==> config.mk <==
export PLATFORM = sky130hd
export DESIGN_NAME = sram_host
export DESIGN_NICKNAME = d
export VERILOG_FILES = /design/src/sram_host_pkg.sv /design/src/sram_host.sv
export SDC_FILE = /design/constraint.sdc
export NUM_CORES = 1
export LEC_CHECK = 0
export ABC_AREA = 0
export BUFFER_PORTS_ARGS = -buffer_cell sky130_fd_sc_hd__buf_2
export CAP_MARGIN = 40
export CORE_MARGIN = 2
export CORE_UTILIZATION = 40
export CTS_CLUSTER_DIAMETER = 100
export CTS_CLUSTER_SIZE = 16
export DETAILED_ROUTE_END_ITERATION = 10
export MAX_ROUTING_LAYER = met4
export SYNTH_ARGS = -nofsm -noshare
export SYNTH_HDL_FRONTEND = slang
export SYNTH_SLANG_ARGS = --single-unit
==> constraint.sdc <==
create_clock -name i_clk -period 2.5 [get_ports i_clk]
set_input_delay 0.375 -clock i_clk [delete_from_list [all_inputs] [get_ports i_clk]]
set_output_delay 0.375 -clock i_clk [all_outputs]
set_load 0.05 [all_outputs]
==> src/sram_host_pkg.sv <==
// package for the asynchronous static ram host controller
// assumes a single 40 MHz clock; times in ns are given here, and min_cycles turns them into cycle counts
`default_nettype none
package sram_host_pkg;
	localparam int unsigned CLK_PERIOD_NS = 25;
	localparam int unsigned ADDR_W        = 15;
	localparam int unsigned DATA_W        = 8;
	localparam int unsigned WORDS         = 32768;
	// fast grade figures, slow grade selectable by parameter
	localparam int unsigned WRITE_PULSE_FAST_NS   = 140;
	localparam int unsigned WRITE_PULSE_SLOW_NS   = 200;
	localparam int unsigned SELECT_LOW_OVERLAP_FAST_NS = 150;
	localparam int unsigned SELECT_LOW_OVERLAP_SLOW_NS = 250;
	localparam int unsigned WRITE_TO_FLOAT_MAX_FAST_NS = 60;
	localparam int unsigned WRITE_TO_FLOAT_MAX_SLOW_NS = 120;
	localparam int unsigned SELECT_TO_FLOAT_MAX_FAST_NS = 60;
	localparam int unsigned SELECT_TO_FLOAT_MAX_SLOW_NS = 120;
	localparam int unsigned READ_CYCLE_PERIOD_FAST_NS = 200;
	localparam int unsigned READ_CYCLE_PERIOD_SLOW_NS = 500;
	localparam int unsigned SELECT_WRITE_RECOVERY_NS  = 0;
	localparam int unsigned RETENTION_SELECT_SETUP_NS = 0;
	// least times round up to whole cycles, never below one
	function automatic int unsigned min_cycles(input int unsigned ns);
		int unsigned c;
		c = (ns + CLK_PERIOD_NS - 1) / CLK_PERIOD_NS;
		return (c < 1) ? 1 : c;
	endfunction : min_cycles
	localparam int unsigned CNT_W = 8;
	localparam logic [CNT_W-1:0] CNT_ZERO = 8'h00;
	// request carried from the user side
	typedef struct packed {
		logic              write;
		logic [ADDR_W-1:0] addr;
		logic [DATA_W-1:0] wdata;
	} sram_req_s;
	// pins driven toward the memory
	typedef struct packed {
		logic              select_n;
		logic              output_en_n;
		logic              write_n;
		logic [ADDR_W-1:0] address_lines;
		logic [DATA_W-1:0] data_out;
		logic              data_oe;
	} sram_pins_s;
	typedef enum logic [2:0] {ST_IDLE, ST_RD, ST_WR_FLOAT, ST_WR, ST_GAP, ST_RETAIN, ST_WAKE} state_e;
endpackage : sram_host_pkg
`default_nettype wire

==> src/sram_host.sv <==
// host side controller for a 32768 x 8 asynchronous static ram at 3 V
// assumes the memory pins are reached directly; data_lines are split into in, out and enable
// How it works
// - write strobe stays high throughout reads
// - never drive data while memory drives
// - output enable held fixed during writes
// - write strobe low long enough, grade dependent
// - select low long enough, grade dependent
// - address may change right after select rises
// - select high before and during retention
// - select high one read period after wake
`default_nettype none
module sram_host #(
	parameter bit SLOW_GRADE = 1'b0
) (
	// clock and reset
	input  wire logic                                i_clk,
	input  wire logic                                i_rst,
	// user request side
	input  wire logic                                i_req_valid,
	input  wire sram_host_pkg::sram_req_s            i_req,
	output logic                                     o_req_ready,
	output logic                                     o_rd_valid,
	output logic [sram_host_pkg::DATA_W-1:0]         o_rd_data,
	// retention control
	input  wire logic                                i_retain,
	output logic                                     o_retained,
	// memory pins
	output sram_host_pkg::sram_pins_s                o_pins,
	input  wire logic [sram_host_pkg::DATA_W-1:0]    i_data_lines
);
	localparam int unsigned WP_NS   = SLOW_GRADE ? sram_host_pkg::WRITE_PULSE_SLOW_NS
	                                             : sram_host_pkg::WRITE_PULSE_FAST_NS;
	localparam int unsigned CW_NS   = SLOW_GRADE ? sram_host_pkg::SELECT_LOW_OVERLAP_SLOW_NS
	                                             : sram_host_pkg::SELECT_LOW_OVERLAP_FAST_NS;
	localparam int unsigned FLT_NS  = SLOW_GRADE ? sram_host_pkg::WRITE_TO_FLOAT_MAX_SLOW_NS
	                                             : sram_host_pkg::WRITE_TO_FLOAT_MAX_FAST_NS;
	localparam int unsigned CFL_NS  = SLOW_GRADE ? sram_host_pkg::SELECT_TO_FLOAT_MAX_SLOW_NS
	                                             : sram_host_pkg::SELECT_TO_FLOAT_MAX_FAST_NS;
	localparam int unsigned RC_NS   = SLOW_GRADE ? sram_host_pkg::READ_CYCLE_PERIOD_SLOW_NS
	                                             : sram_host_pkg::READ_CYCLE_PERIOD_FAST_NS;
	// the write phase must satisfy both the strobe width and the select overlap
	localparam int unsigned WR_NS   = (WP_NS > CW_NS) ? WP_NS : CW_NS;
	localparam logic [7:0] WR_CYC   = 8'(sram_host_pkg::min_cycles(WR_NS));
	localparam logic [7:0] FLT_CYC  = 8'(sram_host_pkg::min_cycles(FLT_NS));
	localparam logic [7:0] CFL_CYC  = 8'(sram_host_pkg::min_cycles(CFL_NS));
	localparam logic [7:0] RC_CYC   = 8'(sram_host_pkg::min_cycles(RC_NS));

	// state names as local constants, since nothing is imported from the package
	localparam sram_host_pkg::state_e ST_IDLE     = sram_host_pkg::ST_IDLE;
	localparam sram_host_pkg::state_e ST_RD       = sram_host_pkg::ST_RD;
	localparam sram_host_pkg::state_e ST_WR_FLOAT = sram_host_pkg::ST_WR_FLOAT;
	localparam sram_host_pkg::state_e ST_WR       = sram_host_pkg::ST_WR;
	localparam sram_host_pkg::state_e ST_GAP      = sram_host_pkg::ST_GAP;
	localparam sram_host_pkg::state_e ST_RETAIN   = sram_host_pkg::ST_RETAIN;
	localparam sram_host_pkg::state_e ST_WAKE     = sram_host_pkg::ST_WAKE;

	sram_host_pkg::state_e                 state_q, state_d;
	logic [7:0]                            cnt_q, cnt_d;
	sram_host_pkg::sram_req_s              req_q, req_d;
	sram_host_pkg::sram_pins_s             pins_q, pins_d;
	logic [sram_host_pkg::DATA_W-1:0]      sync1_q, sync2_q;
	logic                                  ret1_q, ret2_q;
	logic                                  rd_valid_q, rd_valid_d;
	logic [sram_host_pkg::DATA_W-1:0]      rd_data_q, rd_data_d;

	// pin inputs pass two flops before use
	always_ff @(posedge i_clk or posedge i_rst)
	begin
		if (i_rst)
		begin
			sync1_q <= '0;
			sync2_q <= '0;
			ret1_q  <= 1'b0;
			ret2_q  <= 1'b0;
		end
		else
		begin
			sync1_q <= i_data_lines;
			sync2_q <= sync1_q;
			ret1_q  <= i_retain;
			ret2_q  <= ret1_q;
		end
	end

	// sequencer: next pin levels, counts and captured data
	always_comb
	begin
		state_d    = state_q;
		cnt_d      = (cnt_q == sram_host_pkg::CNT_ZERO) ? cnt_q : cnt_q - 8'h01;
		req_d      = req_q;
		pins_d     = pins_q;
		rd_valid_d = 1'b0;
		rd_data_d  = rd_data_q;
		case (state_q)
			ST_IDLE:
			begin
				pins_d.select_n    = 1'b1;
				pins_d.output_en_n = 1'b1;
				pins_d.write_n     = 1'b1;
				pins_d.data_oe     = 1'b0;
				if (ret2_q)
					state_d = ST_RETAIN;                    // select already high
				else if (i_req_valid)
				begin
					req_d                = i_req;
					pins_d.address_lines = i_req.addr;
					pins_d.select_n      = 1'b0;
					if (i_req.write)
					begin
						// enable stays high for the whole write, memory is already floating
						state_d = ST_WR_FLOAT;
						cnt_d   = FLT_CYC;
					end
					else
					begin
						pins_d.output_en_n = 1'b0;
						state_d            = ST_RD;
						cnt_d              = RC_CYC;        // full read cycle period
					end
				end
			end
			ST_RD:
			begin
				pins_d.write_n = 1'b1;
				pins_d.data_oe = 1'b0;
				if (cnt_q == sram_host_pkg::CNT_ZERO)
				begin
					rd_data_d          = sync2_q;
					rd_valid_d         = 1'b1;
					pins_d.select_n    = 1'b1;
					pins_d.output_en_n = 1'b1;
					state_d            = ST_GAP;
					cnt_d              = CFL_CYC;           // wait for float
				end
			end
			ST_WR_FLOAT:
			begin
				// strobe falls; our drive waits for the memory float time
				pins_d.write_n = 1'b0;
				if (cnt_q == sram_host_pkg::CNT_ZERO)
				begin
					pins_d.data_out = req_q.wdata;
					pins_d.data_oe  = 1'b1;
					state_d         = ST_WR;
					cnt_d           = WR_CYC;
				end
			end
			ST_WR:
			begin
				if (cnt_q == sram_host_pkg::CNT_ZERO)
				begin
					// select and strobe rise together, data held this edge
					pins_d.write_n  = 1'b1;
					pins_d.select_n = 1'b1;
					state_d         = ST_GAP;
					cnt_d           = 8'h01;
				end
			end
			ST_GAP:
			begin
				pins_d.data_oe = 1'b0;
				if (cnt_q == sram_host_pkg::CNT_ZERO)
					state_d = ST_IDLE;
			end
			ST_RETAIN:
			begin
				pins_d.select_n = 1'b1;
				if (!ret2_q)
				begin
					state_d = ST_WAKE;
					cnt_d   = RC_CYC;
				end
			end
			ST_WAKE:
			begin
				pins_d.select_n = 1'b1;
				if (cnt_q == sram_host_pkg::CNT_ZERO)
					state_d = ST_IDLE;
			end
			default:
				state_d = ST_IDLE;
		endcase
	end

	// state registers
	always_ff @(posedge i_clk or posedge i_rst)
	begin
		if (i_rst)
		begin
			state_q    <= ST_IDLE;
			cnt_q      <= sram_host_pkg::CNT_ZERO;
			req_q      <= '0;
			pins_q     <= '{select_n: 1'b1, output_en_n: 1'b1, write_n: 1'b1,
			                address_lines: '0, data_out: '0, data_oe: 1'b0};
			rd_valid_q <= 1'b0;
			rd_data_q  <= '0;
		end
		else
		begin
			state_q    <= state_d;
			cnt_q      <= cnt_d;
			req_q      <= req_d;
			pins_q     <= pins_d;
			rd_valid_q <= rd_valid_d;
			rd_data_q  <= rd_data_d;
		end
	end

	// outputs
	assign o_pins      = pins_q;
	assign o_rd_valid  = rd_valid_q;
	assign o_rd_data   = rd_data_q;
	assign o_req_ready = (state_q == ST_IDLE) && !ret2_q;
	assign o_retained  = (state_q == ST_RETAIN);
endmodule : sram_host
`default_nettype wire

# Word level (Yosys, flattened, before mapping)
# Index checks and enable logic that the tools add are counted.
op_classes:
  addsub: 1
  n_eq_ne: 13
  muxes: 29
  n_bitwise: 1
  reduce_logical: 21
op_table:
  columns: ["cell", "n"]
  rows:
  - ["$mux 8", 7]
  - ["$pmux 8 s5", 1]
  - ["$mux 3", 6]
  - ["$pmux 3 s5", 1]
  - ["$reduce_and 2->1", 5]
  - ["$eq 3x3->1 const B", 3]
  - ["$logic_not 8->1", 1]
  - ["$mux 2", 4]
  - ["$ne 2x2->1 const B", 4]
  - ["$reduce_or 2->1", 4]
  - ["$sub 8x1->8 const B", 1]
  - ["$eq 3x2->1 const B", 2]
  - ["$reduce_and 3->1", 2]
  - ["$mux 1", 5]
  - ["$reduce_and 5->1", 1]
  - ["$mux 4", 1]
  - ["$ne 2x1->1 const B", 2]
  - ["$pmux 1 s2", 2]
  - ["$pmux 1 s4", 1]
  - ["$reduce_bool 2->1", 2]
  - ["$reduce_bool 4->1", 1]
  - ["$eq 3x1->1 const B", 1]
  - ["$logic_not 3->1", 1]
  - ["$ne 3x3->1 const B", 1]
  - ["6 further kinds", 6]
word_totals:
  reg_bits: 73
  in_bits: 36
  output_inout_bits: 38
  wordCells: 80

# Logic depth before layout (Yosys ltp)
depth:
  ltp_word: 5
  mapped_depth: 11
  mapped_depth_nobuf: 10

# Worst setup path before layout
# OpenSTA, ideal clock, no wires.
synth_timing:
  path_type: "register to register"
  from: "register state_q[0]"
  to: "register pins_q, in the netlist o_pins[10]"
  setup_ps: 118
  arrival_time_ps: 2258
  setup_slack_ps: 124
  path_stages_with_launch: 7
  n_path_buf: 2
  period_less_slack_ps: 2376
  cell_sequence: "dfrtp_1 buf_4 nor4_2 nand2_1 clkbuf_1 nand2_1 nand2_1"
synth_via:
  elab_chain_cells: 2
synth_lines:
  columns: ["item", "line", "text"]
  rows:
  - ["from (decl)", "sram_host.sv:58", "sram_host_pkg::state_e state_q, state_d;"]
  - ["from (signal assigned)", "sram_host.sv:201", "state_q <= state_d;"]
  - ["$logic_not 3->1", "sram_host.sv:95", "case (state_q)"]
  - ["$reduce_and 3->1 (no line)", null, null]
  - ["to (signal assigned)", "sram_host.sv:194", "pins_q <= '{select_n: 1'b1, output_en_n: 1'b1, write_n: 1'b1,"]
  - ["to (signal assigned)", "sram_host.sv:204", "pins_q <= pins_d;"]
  - ["to (decl)", "sram_host.sv:61", "sram_host_pkg::sram_pins_s pins_q, pins_d;"]
# Every way passes these cells.
# A chain may end at the register's enable or synchronous reset.

# Worst setup path in the final report
layout_timing:
  from: "register state_q[2]"
  to: "output o_retained"
layout_via:
  elab_chain_cells: 1
layout_lines:
  columns: ["item", "line", "text"]
  rows:
  - ["$eq 3x3->1", "sram_host.sv:215", "assign o_retained = (state_q == ST_RETAIN);"]
  - ["to (decl)", "sram_host.sv:27", "output logic o_retained,"]
# Every way passes these cells.

==> reports/summary.log <==
INFO  detailed_routing drt.antenna.violating_nets=0
INFO  grt            globalRoute.totalOverflow=0
INFO  timing         final_hold_viol_count=0
INFO  placed_design  hpwlAfterDp=4087µm
INFO  floorplanning  design.portCount=74
INFO  yosys          netlist_area_before_placement=0.002930mm²
INFO  grt            first_pass_grt_wire_length=9653µm
INFO  yosys          yosysSeqAreaShare=0.6247
INFO  yosys          asyncSetResetFlopFracSynth=1.000
INFO  floorplanning  dieArea=0.008026mm²
INFO  timing         tightest_slew=0.6616ns
INFO  yosys          syn_area_per_cell=11.31µm²
INFO  detailed_routing dr.pass1.iters=4
INFO  timing         finalCriticalPeriod=2.158ns
INFO  yosys          cell_count_after_synthesis=259
INFO  setup_path     crit_type=flop to primary output
INFO  timing         timing.final.crit_share=0.8631
INFO  timing         fin_skew=0.006314ns
INFO  yosys          synth-edff-count=0
INFO  cts            numClockSinks=73
INFO  timing         timing.hold.ws=0.1002ns
INFO  grt            grt_max_degree=31
INFO  detailed_routing drt_wl_total=5873µm
INFO  setup_path     crit_path_max_fanout=18
INFO  cts            tritoncts=done
INFO  yosys          synth-warning-count=0
INFO  floorplanning  design.core.area=0.007176mm²
INFO  power          p_per_area=1350mW/mm²
INFO  timing         worst_rel_slew_slack=0.5590
INFO  cts            clock_latency=0.33ns
INFO  setup_path     cp.required=2.12ns
INFO  grt            grt.total_usage=0.1669
INFO  timing         drv_slew=0
INFO  power          max-vdd-ir-drop=0.0007175V
INFO  cells_and_area post_route_cells_drive_above_1_share=0.3588
INFO  yosys          postSynthRegisterBits=73
INFO  timing         grt_setup_unrepaired=false
INFO  timing         fin_setup_tns=0ns
INFO  placed_design  place_inst=423
INFO  yosys          yosys.cell_count.top_type=sky130_fd_sc_hd__nand2_1
INFO  yosys          mappedNetlistNets=299
INFO  floorplanning  die_height=89.59µm
INFO  placed_design  port_buffers=73
INFO  cts            clock-root-buffer=sky130_fd_sc_hd__clkbuf_8
INFO  yosys          yosysTopAreaCellShare=0.5978
INFO  cts            cts_buffer_depth=2
INFO  cts            cts_buffers=9
INFO  detailed_routing routed_via_density=4.642
INFO  grt            initial_antenna_violation_count=0
INFO  floorplanning  fp.dieW=89.59µm
INFO  placed_design  post_dp_cell_area=0.003381mm²
INFO  job            cap_viol_max_count=0
INFO  run_status     status=completed
INFO  cells_and_area design.final.nets=375
INFO  cells_and_area num_antenna_cells=0
INFO  worst_hold_path hp-class=input port to async pin
INFO  floorplanning  start_util=0.4084
INFO  cts            cts.repair_timing.setup_buffer_count=0
INFO  detailed_routing drt_first_iter_violations=79
INFO  setup_path     rr_worst_depth=10
INFO  grt            grt_pass1_vias=1996
INFO  detailed_routing detailroute.via_count=2038
INFO  setup_path     cp-start-kind=flop
INFO  cells_and_area stdcell_count=439
INFO  yosys          synthDominantAreaCellType=sky130_fd_sc_hd__dfrtp_1
INFO  cts            clkTransAtPathRegs=0.07ns
INFO  placed_design  gpl.final_weighted_congestion=0.8462
INFO  yosys          synth_cell_type_count=41
INFO  yosys          postSynth.topFlopCell=sky130_fd_sc_hd__dfrtp_1
INFO  cts            cts_hold_repair.buffers=0
INFO  setup_path     end_kind=primary output
INFO  power          p_leak=1.894nW
INFO  detailed_routing post_drt_wl_per_cell=13.38µm
INFO  cts            cts-htree-levels=3
INFO  yosys          synth.cells.most_frequent=sky130_fd_sc_hd__nand2_1 (77), sky130_fd_sc_hd__dfrtp_1 (70), sky130_fd_sc_hd__mux2_2 (15), sky130_fd_sc_hd__nor2_1 (12), sky130_fd_sc_hd__inv_1 (9)
INFO  detailed_routing remaining_drc_errors=0
INFO  timing         setup_viol=0
INFO  floorplanning  rows=31
INFO  setup_path     cp_data_arrival_time=1.78ns
INFO  timing         fmax=463.5MHz
INFO  yosys          largest_cells_by_area_after_synthesis=sky130_fd_sc_hd__dfrtp_1 (60%), sky130_fd_sc_hd__nand2_1 (9.9%), sky130_fd_sc_hd__mux2_2 (5.8%), sky130_fd_sc_hd__dfstp_2 (2.7%), sky130_fd_sc_hd__ha_1 (1.7%)
INFO  cells_and_area final_area=0.003601mm²
INFO  cells_and_area flow.area_growth_from_synthesis=22.89%
INFO  cts            cts_resized=0
INFO  power          total_power=4.862mW
[cell usage in the layout, fill, tap and decap left out, types with 3 or more instances in the layout]
cell / Yosys / final
sky130_fd_sc_hd__a21oi_1: 6 / 6
sky130_fd_sc_hd__a22oi_1: 3 / 3
sky130_fd_sc_hd__and2_1: 3 / 3
sky130_fd_sc_hd__buf_2: 4 / 73
sky130_fd_sc_hd__buf_4: 2 / 5
sky130_fd_sc_hd__clkbuf_8: 0 / 10
sky130_fd_sc_hd__dfrtp_1: 70 / 70
sky130_fd_sc_hd__dfstp_2: 3 / 3
sky130_fd_sc_hd__ha_1: 4 / 4
sky130_fd_sc_hd__inv_1: 9 / 8
sky130_fd_sc_hd__mux2_2: 15 / 15
sky130_fd_sc_hd__nand2_1: 77 / 77
sky130_fd_sc_hd__nor2_1: 12 / 12
sky130_fd_sc_hd__nor3_1: 3 / 3
sky130_fd_sc_hd__o21ai_0: 3 / 3
sky130_fd_sc_hd__xnor2_1: 3 / 3
sky130_fd_sc_hd__xor2_1: 3 / 3
[path summary, 6_finish.rpt]
path / end / start / slack, ns
min reg2reg: sync2_q[7] / sync1_q[7] / 0.35
max reg2reg: cnt_q[0] / cnt_q[0] / 0.43
max in group asynchronous: o_pins[26] / i_rst / 1.63
min: sync2_q[2] / i_rst / 0.10
max: o_retained / state_q[2] / 0.34
min in group i_clk: sync1_q[4] / i_data_lines[4] / 0.14
[state kept, by name, indices dropped and copies added (netlist names)]
signal and count:
req_q 8, o_rd_data 8, ret2_q 1, state_q 3, sync1_q 8, sync2_q 8
cnt_q 8, o_rd_valid 1, o_pins 27, ret1_q 1
[stage by stage]
stage | utilization | worst slack, ns
finish | 0.5018 | 0.3424
global route | 0.5018 | 0.2056
CTS | 0.5018 | 0.3501
detailed placement | 0.4711 | 0.4436
global placement | 0.4711 | 0.5497
floorplan | - | 0.1243
[power breakdown]
group	switching [mW]	internal, mW
logic	1.35	0.601
registers	0.330	1.57
clock network	0.422	0.588
total	2.10	2.76
[kinds of logic after synthesis]
kind of cell,count (synthesis),synth area share
XOR/XNOR,6,0.01794
multiplexers,17,0.06789
flip-flops,73,0.6247
AND/OR/NAND/NOR,110,0.1725
buffers and inverters,23,0.03885
AO/OA/AOI/OAI,25,0.05764
adder cells (fa/ha/maj),5,0.02050
[worst max-delay path, stage by stage (launching register included)]
cell and delay, ns:
sky130_fd_sc_hd__dfrtp_1 0.67, sky130_fd_sc_hd__nor2b_1 0.28, sky130_fd_sc_hd__nand2_1 0.11, sky130_fd_sc_hd__inv_1 0.12, sky130_fd_sc_hd__buf_2 0.27
[routing by layer]
metal  up-vias  global-route usage  routed length (µm)
met3        10             0.03473                 260
met4         0             0.08141                 113
met5         -                   -                   0
met1       980              0.2151                2636
met2        50              0.2520                2863
li1        998                   -                   -
[cell type report]
type	count	area (µm²)
Clock buffer	11	141.4
Clock inverter	5	78.83
Fill cell	676	3575
Inverter	10	37.54
Multi-Input combinational cell	163	985.9
Sequential cell	73	1831
Tap cell	99	123.9
Timing Repair Buffer	78	402.9
No activity file was read; power rests on OpenSTA's default activity.
